==> config.mk <==
export PLATFORM = sky130hd
export DESIGN_NAME = pdo_port_override
export DESIGN_NICKNAME = d
export VERILOG_FILES = /design/src/hw/pdo_pkg.sv /design/src/hw/pdo_sync.sv /design/src/hw/pdo_spike_filter.sv /design/src/hw/pdo_port_override.sv
export VERILOG_INCLUDE_DIRS = /design/src /design/src/hw
export SDC_FILE = /design/constraint.sdc
export NUM_CORES = 1
export LEC_CHECK = 0
export BUFFER_PORTS_ARGS = -buffer_cell sky130_fd_sc_hd__buf_2
export CORE_AREA = 2 2 76 78
export CTS_CLUSTER_SIZE = 8
export DETAILED_ROUTE_END_ITERATION = 12
export DIE_AREA = 0 0 78 80
export GPL_ROUTABILITY_DRIVEN = 0
export PLACE_DENSITY_LB_ADDON = 0.25
export SLEW_MARGIN = 20
export SYNTH_ARGS = -nofsm -noshare
export SYNTH_HDL_FRONTEND = slang
export SYNTH_SLANG_ARGS = --single-unit
==> constraint.sdc <==
create_clock -name i_clk -period 3.8 [get_ports i_clk]
set_clock_uncertainty 0.2 [all_clocks]
set_input_delay 0.57 -clock i_clk [delete_from_list [all_inputs] [get_ports i_clk]]
set_output_delay 0.57 -clock i_clk [all_outputs]
set_load 0.01 [all_outputs]
==> src/hw/pdo_regs.svh <==
// timing constants and bit positions for the port d/e/f override block
`ifndef PDO_REGS_SVH
`define PDO_REGS_SVH
`define PDO_CLK_PERIOD_PS 4000
`define PDO_SPIKE_WIDTH_PS 50000
// least time rounds up to whole cycles
`define PDO_SPIKE_CYCLES \
  ((`PDO_SPIKE_WIDTH_PS + `PDO_CLK_PERIOD_PS - 1) / `PDO_CLK_PERIOD_PS)
`define PDO_SPIKE_CNT_W 4
`define PDO_BIT_TDI 3
`define PDO_BIT_TDO 2
`define PDO_BIT_TMS 1
`define PDO_BIT_TCK 0
`endif

==> src/hw/pdo_pkg.sv <==
// types shared by the port override block
package pdo_pkg;
  typedef logic [7:0] pdo_byte_t;
  typedef logic [3:0] pdo_nib_t;
endpackage

==> src/hw/pdo_sync.sv <==
// two flip-flop synchroniser for one pin level
module pdo_sync (
  input wire logic i_clk,
  input wire logic i_srst,
  input wire logic i_d,
  output logic o_q
);
  import pdo_pkg::*;
  logic meta_reg;
  logic meta_next;
  logic q_reg;
  logic q_next;

  // first stage feeds only the second
  always_comb begin
    meta_next = i_d;
    q_next = meta_reg;
  end

  always_ff @(posedge i_clk) begin
    if (i_srst) begin
      meta_reg <= 1'b1;
      q_reg <= 1'b1;
    end else begin
      meta_reg <= meta_next;
      q_reg <= q_next;
    end
  end

  assign o_q = q_reg;
endmodule

==> src/hw/pdo_spike_filter.sv <==
// glitch filter: output follows input only after it holds steady long enough
`include "pdo_regs.svh"
module pdo_spike_filter (
  input wire logic i_clk,
  input wire logic i_srst,
  input wire logic i_en,
  input wire logic i_d,
  output logic o_q
);
  import pdo_pkg::*;
  localparam logic [`PDO_SPIKE_CNT_W-1:0] HOLD =
    `PDO_SPIKE_CNT_W'(`PDO_SPIKE_CYCLES);
  logic [`PDO_SPIKE_CNT_W-1:0] cnt_reg;
  logic [`PDO_SPIKE_CNT_W-1:0] cnt_next;
  logic q_reg;
  logic q_next;

  // a new level must stand for HOLD cycles; shorter pulses reset the count
  always_comb begin
    cnt_next = '0;
    q_next = q_reg;
    if (!i_en) begin
      q_next = i_d;
    end else if (i_d != q_reg) begin
      cnt_next = cnt_reg + 1'b1;
      if (cnt_next >= HOLD) begin
        q_next = i_d;
        cnt_next = '0;
      end
    end
  end

  always_ff @(posedge i_clk) begin
    if (i_srst) begin
      cnt_reg <= '0;
      q_reg <= 1'b1;
    end else begin
      cnt_reg <= cnt_next;
      q_reg <= q_next;
    end
  end

  assign o_q = q_reg;
endmodule

==> src/hw/pdo_port_override.sv <==
// alternate-function override logic for port d, e6/e2 and f7..f4/f1..f0
// Functional notes
// - transmitter enable makes tx pin output, no pull-up, driven by tx data.
// - receiver enable makes rx pin input; pull-up is out bit and not disable.
// - two-wire enable takes data/clock pins; direction from line-out signals.
// - two-wire inputs filtered so pulses under 50 ns never pass.
// - two-wire pins are open-drain with slew limiting: pull low or release.
// - clock pin value override on two-wire or timer0 b; timer drives value.
// - enabled external irq on d0..d3 forces input enable high.
// - sync serial clock output forces d5 output; pin input feeds clock in.
// - d7, d6, d4 inputs feed timer0 count, timer1 count, timer1 capture.
// - boot fuse plus low boot pin at reset selects bootloader start.
// - irq6 forces e6 input enable; e2 input gives boot select, no override.
// - test port enable forces pull-ups on tdi, tms, tck, even across reset.
// - test port enable removes four test pins from port, input enable low.
// - test data out driven only in shift states, else released.
// - port f bits 1 and 0 get no digital overrides.
`include "pdo_regs.svh"
module pdo_port_override (
  input wire logic i_clk,
  input wire logic i_srst,
  input wire logic i_ext_reset,
  // port register bank
  input wire pdo_pkg::pdo_byte_t i_port_d_out,
  input wire pdo_pkg::pdo_byte_t i_port_d_dir,
  input wire logic [1:0] i_port_e_out,
  input wire logic [1:0] i_port_e_dir,
  input wire pdo_pkg::pdo_byte_t i_port_f_out,
  input wire pdo_pkg::pdo_byte_t i_port_f_dir,
  input wire logic i_global_pullup_disable,
  input wire logic i_sleep_input_gate,
  // peripherals
  input wire logic i_serial_tx_enable,
  input wire logic i_serial_tx_data,
  input wire logic i_serial_rx_enable,
  input wire logic i_sync_serial_clock_oe,
  input wire logic i_sync_serial_clock,
  input wire logic i_two_wire_enable,
  input wire logic i_sda_line_out,
  input wire logic i_scl_line_out,
  input wire logic i_timer0_compare_b_en,
  input wire logic i_timer0_compare_b_out,
  input wire pdo_pkg::pdo_nib_t i_ext_irq_en,
  input wire logic i_ext_irq6_en,
  input wire logic i_boot_select_fuse,
  input wire logic i_test_port_enable,
  input wire logic i_tap_shift_instr_state,
  input wire logic i_tap_shift_data_state,
  input wire logic i_tap_data_out,
  // pins: d7..d0, e6 at bit 1 / e2 at bit 0, f7..f0
  input wire pdo_pkg::pdo_byte_t i_pin_d,
  input wire logic [1:0] i_pin_e,
  input wire pdo_pkg::pdo_byte_t i_pin_f,
  output pdo_pkg::pdo_byte_t o_pin_d,
  output pdo_pkg::pdo_byte_t o_pin_d_oe,
  output pdo_pkg::pdo_byte_t o_pin_d_pullup,
  output pdo_pkg::pdo_byte_t o_pin_d_slew_limit,
  output logic [1:0] o_pin_e,
  output logic [1:0] o_pin_e_oe,
  output logic [1:0] o_pin_e_pullup,
  output pdo_pkg::pdo_byte_t o_pin_f,
  output pdo_pkg::pdo_byte_t o_pin_f_oe,
  output pdo_pkg::pdo_byte_t o_pin_f_pullup,
  // synchronised inputs to peripherals
  output pdo_pkg::pdo_byte_t o_port_d_in,
  output logic [1:0] o_port_e_in,
  output pdo_pkg::pdo_byte_t o_port_f_in,
  output logic o_serial_rx_data,
  output logic o_sync_serial_clock_in,
  output logic o_sda_in,
  output logic o_scl_in,
  output logic o_timer0_count_in,
  output logic o_timer1_count_in,
  output logic o_timer1_capture_in,
  output pdo_pkg::pdo_nib_t o_ext_irq_in,
  output logic o_ext_irq6_in,
  output logic o_boot_select_pin,
  output logic o_boot_to_loader,
  output logic o_tap_tdi,
  output logic o_tap_tms,
  output logic o_tap_tck
);
  import pdo_pkg::*;

  // per-pin override set for d, e, f (e packed into low two bits)
  pdo_byte_t d_pu_oe, d_pu_ov, d_dd_oe, d_dd_ov, d_pv_oe, d_pv_ov;
  pdo_byte_t d_die_oe, d_die_ov;
  logic [1:0] e_die_oe, e_die_ov;
  pdo_byte_t f_pu_oe, f_pu_ov, f_dd_oe, f_dd_ov, f_pv_oe, f_pv_ov;
  pdo_byte_t f_die_oe, f_die_ov;
  pdo_byte_t d_pu, d_dir, d_val, d_die, f_pu, f_dir, f_val, f_die;
  pdo_byte_t sync_d, sync_f;
  logic [1:0] sync_e;
  logic [1:0] e_die;
  logic pu_ok;

  // all pins pass two flip-flops before any logic looks at them
  genvar g;
  generate
    for (g = 0; g < 8; g++) begin : g_sync
      pdo_sync u_sd (.i_clk(i_clk), .i_srst(i_srst), .i_d(i_pin_d[g]),
        .o_q(sync_d[g]));
      pdo_sync u_sf (.i_clk(i_clk), .i_srst(i_srst), .i_d(i_pin_f[g]),
        .o_q(sync_f[g]));
    end
    for (g = 0; g < 2; g++) begin : g_sync_e
      pdo_sync u_se (.i_clk(i_clk), .i_srst(i_srst), .i_d(i_pin_e[g]),
        .o_q(sync_e[g]));
    end
  endgenerate

  assign pu_ok = ~i_global_pullup_disable;

  // port d override table
  always_comb begin
    d_pu_oe = '0;
    d_pu_ov = '0;
    d_dd_oe = '0;
    d_dd_ov = '0;
    d_pv_oe = '0;
    d_pv_ov = '0;
    d_die_oe = '0;
    d_die_ov = '0;
    // d5: synchronous serial clock output
    d_dd_oe[5] = i_sync_serial_clock_oe;
    d_dd_ov[5] = 1'b1;
    d_pv_oe[5] = i_sync_serial_clock_oe;
    d_pv_ov[5] = i_sync_serial_clock;
    // d3: transmitter owns pin, pull-up off, direction bit ignored
    d_pu_oe[3] = i_serial_tx_enable;
    d_dd_oe[3] = i_serial_tx_enable;
    d_dd_ov[3] = 1'b1;
    d_pv_oe[3] = i_serial_tx_enable;
    d_pv_ov[3] = i_serial_tx_data;
    // d2: receiver forces input, pull-up still from port bit
    d_pu_oe[2] = i_serial_rx_enable;
    d_pu_ov[2] = i_port_d_out[2] & pu_ok;
    d_dd_oe[2] = i_serial_rx_enable;
    // d1/d0: two-wire takes both; pin driven low while line-out is low
    d_pu_oe[1] = i_two_wire_enable;
    d_pu_ov[1] = i_port_d_out[1] & pu_ok;
    d_dd_oe[1] = i_two_wire_enable;
    d_dd_ov[1] = ~i_sda_line_out;
    d_pv_oe[1] = i_two_wire_enable;
    d_pu_oe[0] = i_two_wire_enable;
    d_pu_ov[0] = i_port_d_out[0] & pu_ok;
    d_dd_oe[0] = i_two_wire_enable | i_timer0_compare_b_en;
    d_dd_ov[0] = i_two_wire_enable ? ~i_scl_line_out : i_port_d_dir[0];
    d_pv_oe[0] = i_two_wire_enable | i_timer0_compare_b_en;
    d_pv_ov[0] = i_two_wire_enable ? 1'b0 : i_timer0_compare_b_out;
    // external irq keeps the input path alive through sleep gating
    d_die_oe[3:0] = i_ext_irq_en;
    d_die_ov[3:0] = 4'hf;
  end

  // port f override table; bits 1 and 0 never overridden
  always_comb begin
    f_pu_oe = '0;
    f_pu_ov = '0;
    f_dd_oe = '0;
    f_dd_ov = '0;
    f_pv_oe = '0;
    f_pv_ov = '0;
    f_die_oe = '0;
    f_die_ov = '0;
    f_pu_oe[7:4] = {4{i_test_port_enable}};
    f_pu_ov[7:4] = 4'hb;
    f_dd_oe[7:4] = {4{i_test_port_enable}};
    f_dd_ov[6] = i_tap_shift_instr_state | i_tap_shift_data_state;
    f_pv_oe[6] = i_test_port_enable;
    f_pv_ov[6] = i_tap_data_out;
    f_die_oe[7:4] = {4{i_test_port_enable}};
  end

  // port e: irq6 on e6, e2 unoverridden
  always_comb begin
    e_die_oe = {i_ext_irq6_en, 1'b0};
    e_die_ov = 2'h2;
  end

  // select override or port setting per control
  always_comb begin
    d_pu = (d_pu_oe & d_pu_ov) | (~d_pu_oe & i_port_d_out & ~i_port_d_dir
      & {8{pu_ok}});
    d_dir = (d_dd_oe & d_dd_ov) | (~d_dd_oe & i_port_d_dir);
    d_val = (d_pv_oe & d_pv_ov) | (~d_pv_oe & i_port_d_out);
    d_die = (d_die_oe & d_die_ov) | (~d_die_oe & {8{~i_sleep_input_gate}});
    f_pu = (f_pu_oe & f_pu_ov) | (~f_pu_oe & i_port_f_out & ~i_port_f_dir
      & {8{pu_ok}});
    f_dir = (f_dd_oe & f_dd_ov) | (~f_dd_oe & i_port_f_dir);
    f_val = (f_pv_oe & f_pv_ov) | (~f_pv_oe & i_port_f_out);
    f_die = (f_die_oe & f_die_ov) | (~f_die_oe & {8{~i_sleep_input_gate}});
    e_die = (e_die_oe & e_die_ov) | (~e_die_oe & {2{~i_sleep_input_gate}});
  end

  // pad controls; two-wire pins also get slew limiting
  always_comb begin
    o_pin_d = d_val;
    o_pin_d_oe = d_dir;
    o_pin_d_pullup = d_pu;
    o_pin_d_slew_limit = {6'h00, {2{i_two_wire_enable}}};
    o_pin_e = i_port_e_out;
    o_pin_e_oe = i_port_e_dir;
    o_pin_e_pullup = i_port_e_out & ~i_port_e_dir & {2{pu_ok}};
    o_pin_f = f_val;
    o_pin_f_oe = f_dir;
    o_pin_f_pullup = f_pu;
  end

  // input side; only the port input bits are gated by the digital input enable
  assign o_port_d_in = sync_d & d_die;
  assign o_port_f_in = sync_f & f_die;
  assign o_port_e_in = sync_e & e_die;
  assign o_serial_rx_data = sync_d[2];
  assign o_sync_serial_clock_in = sync_d[5];
  assign o_timer0_count_in = sync_d[7];
  assign o_timer1_count_in = sync_d[6];
  assign o_timer1_capture_in = sync_d[4];
  assign o_ext_irq_in = sync_d[3:0];
  assign o_ext_irq6_in = sync_e[1];
  assign o_boot_select_pin = sync_e[0];
  // test port reads pins regardless of the (forced low) input enable
  assign o_tap_tdi = sync_f[`PDO_BIT_TDI+4];
  assign o_tap_tms = sync_f[`PDO_BIT_TMS+4];
  assign o_tap_tck = sync_f[`PDO_BIT_TCK+4];

  // two-wire inputs see only filtered levels
  pdo_spike_filter u_sda_filt (
    .i_clk(i_clk),
    .i_srst(i_srst),
    .i_en(i_two_wire_enable),
    .i_d(sync_d[1]),
    .o_q(o_sda_in)
  );
  pdo_spike_filter u_scl_filt (
    .i_clk(i_clk),
    .i_srst(i_srst),
    .i_en(i_two_wire_enable),
    .i_d(sync_d[0]),
    .o_q(o_scl_in)
  );

  // boot select: sample the pin while external reset is held; the final
  // sample at release decides, so a pin low at the pulse end wins whatever it did before
  logic boot_reg;
  logic boot_next;
  always_comb begin
    boot_next = boot_reg;
    if (i_ext_reset) begin
      boot_next = i_boot_select_fuse & ~sync_e[0];
    end
  end

  always_ff @(posedge i_clk) begin
    boot_reg <= boot_next;
  end

  assign o_boot_to_loader = boot_reg;
endmodule

==> metrics <==
share of layout cells above drive strength 1=0.574; pwr dens=339 nW/um^2; clk_lat worst skew=0.30 ns; # rows=27; Setup Buffers After CTS=0; Synth cell types=36; main area contributors after synthesis=dfxtp_1 41%, buf_4 11%, or2_2 11%; effective utilization at floorplan=0.416; die width=78 um; Final WS setup=1.72 ns; DR vias/cell=4.44; cts hold-fix bufs=0; Via Count=2031; fin nets=467; Crit. End Element=output pin; mean post-synth cell area=9.13 um^2; fraction of registers with async set/reset=0; final non-filler cell total=457; post-DP HPWL=4570 um; critical-path cell list=buf_2 > or2_2 > nor3b_1 > buf_2; pre-CTS WS=1.71 ns; #FFs+latches synth=47; CTS buffer count=5; top cells by count, synth=46 x dfxtp_1, 39 x or2_2, 34 x buf_4, 16 x nor2b_1, 15 x inv_1; Post-route DRC=0; initial antenna violation count=0; IO Pins=176; first-pass GRT wire length=8220 um; clock-pin slew on the worst setup and hold paths=0.08 ns; Cell Area, Placed=2910 um^2; maximum number of pins on one net before global-route repair=41; top-count cell post-synth=dfxtp_1; H-Tree Level Count=2; Total Die Area=6240 um^2; Hold Fails Final Rpt=0; hold slack final=0.206 ns; CP max-delay cell=or2_2; Worst Tran Pin Value=0.520 ns; Root Buffer=clkbuf_8; setup TNS=0 ns; DRT iter0 DRCs=20; diode count=0; Most common cell on crit path=buf_2; leak pwr=1.55 nW; final setup violation count=0; critical path arrival=1.31 ns; DR WL/cell=12.4 um; Final Instance Area=3010 um^2; Die Y=80 um; Post-Syn Area=2250 um^2; core box area=5410 um^2; crit path max fanout=2; post-synth top area share=0.410; predominant post-synthesis flop cell=dfxtp_1; Final period util=0.547; DRT Pass-1 Iters=4; Yosys warnings=0; Req. time, crit path=3.03 ns; CP max stage delay=0.30 ns; Achievable Freq=0.481 GHz; Sink Count=47; CTS resizes=0; fin crit period=2.08 ns; relative slew slack=0.654; Util after Layout=0.557; Post-DRT Antenna Nets=0; critical path class=in -> out; vias in the first global route=1740; Final Max Slew Viols=0; Hold Path Class=reg -> reg; All-Layer GR Usage=0.171; sequential fraction of the synthesis area=0.423; number of synthesized flops with an enable pin=1; final wirelength=5660 um; port bufs=169; Post-Syn Instances=246; area grow syn2layout=34.0%; status=finished clean; CTS max path bufs=2; Worst VDD drop=0.275 mV; Max Cap Violations=0; leading area contributor after synthesis=dfxtp_1; GRT overflow=0; dpl cells=449; CTS tree=built; RSZ-0062 raised after global routing=false; CP startpoint kind=input pin; overall power=1.02 mW
==> path summary, 6_finish.rpt <==
check	startpoint	endpoint	slack, ns	depth (start not counted)
hold / removal	g_sync[7].u_sd.meta_reg	g_sync[7].u_sd.o_q	0.21	1
setup / recovery	i_serial_tx_enable	o_pin_d_pullup[3]	1.72	4
hold reg to reg	g_sync[7].u_sd.meta_reg	g_sync[7].u_sd.o_q	0.21	1
setup reg to reg	u_sda_filt.cnt_reg[0]	u_sda_filt.o_q	2.15	5
==> kinds of logic (layout without fill, tap and decap cells) <==
kind of cell | Yosys count | after routing | share of synthesized area
and+or+nand+nor | 105 | 105 | 0.287
buffers and inverters | 58 | 192 | 0.154
DFF | 47 | 47 | 0.423
AOI/OAI and AO/OA | 24 | 24 | 0.0802
muxes | 5 | 5 | 0.0234
adders and majority gates | 4 | 4 | 0.0223
xor gates and xnor gates | 2 | 2 | 0.00780
other | 1 | 6 | 0.00167
==> cell type report <==
type	instances	area (um^2)
multi-input combinational	146	968
timing repair buffer	169	846
clock inverter	2	16.3
clock buffer	6	82.6
inverter	15	56.3
sequential	47	951
tap	72	90.1
fill	518	2390
==> cells in the final DEF, fill, tap and decap left out, drive strengths merged <==
master	n
o21ai	1
nand4b	5
clkinvlp	1
a21oi	6
a21boi	6
nand2	5
nor2	13
mux2	2
conb	6
xor2	2
o211a	2
o21ba	1
ha	4
a31o	1
a21bo	1
o21a	2
a21o	2
and3b	1
nor3	1
buf	169
clkinv	1
edfxtp	1
and2	4
nor4b	1
a211o	2
nor3b	12
nand3b	1
or2	40
mux2i	3
dfxtp	46
clkbuf	6
nand2b	5
inv	15
or2b	1
nor2b	16
==> where the power goes <==
part	switching, mW	leakage [nW]	internal, mW	total (mW)
Sequential	0.00789	0.390	0.514	0.522
Clock	0.161	0.0474	0.148	0.310
Combinational	0.0943	1.11	0.0945	0.189
Total	0.264	1.55	0.757	1.02
==> critical path: cells and delay by family <==
family | cells | cell delay [ns]
buf+inv | 2 | 0.26
simple gates | 2 | 0.48
==> metal layers <==
metal  part of all wire  track usage
met3               0.11       0.0622
met1               0.37        0.174
met4              0.021       0.0842
met5                  0            0
met2               0.51        0.310
(Power assumes the default switching activity.)
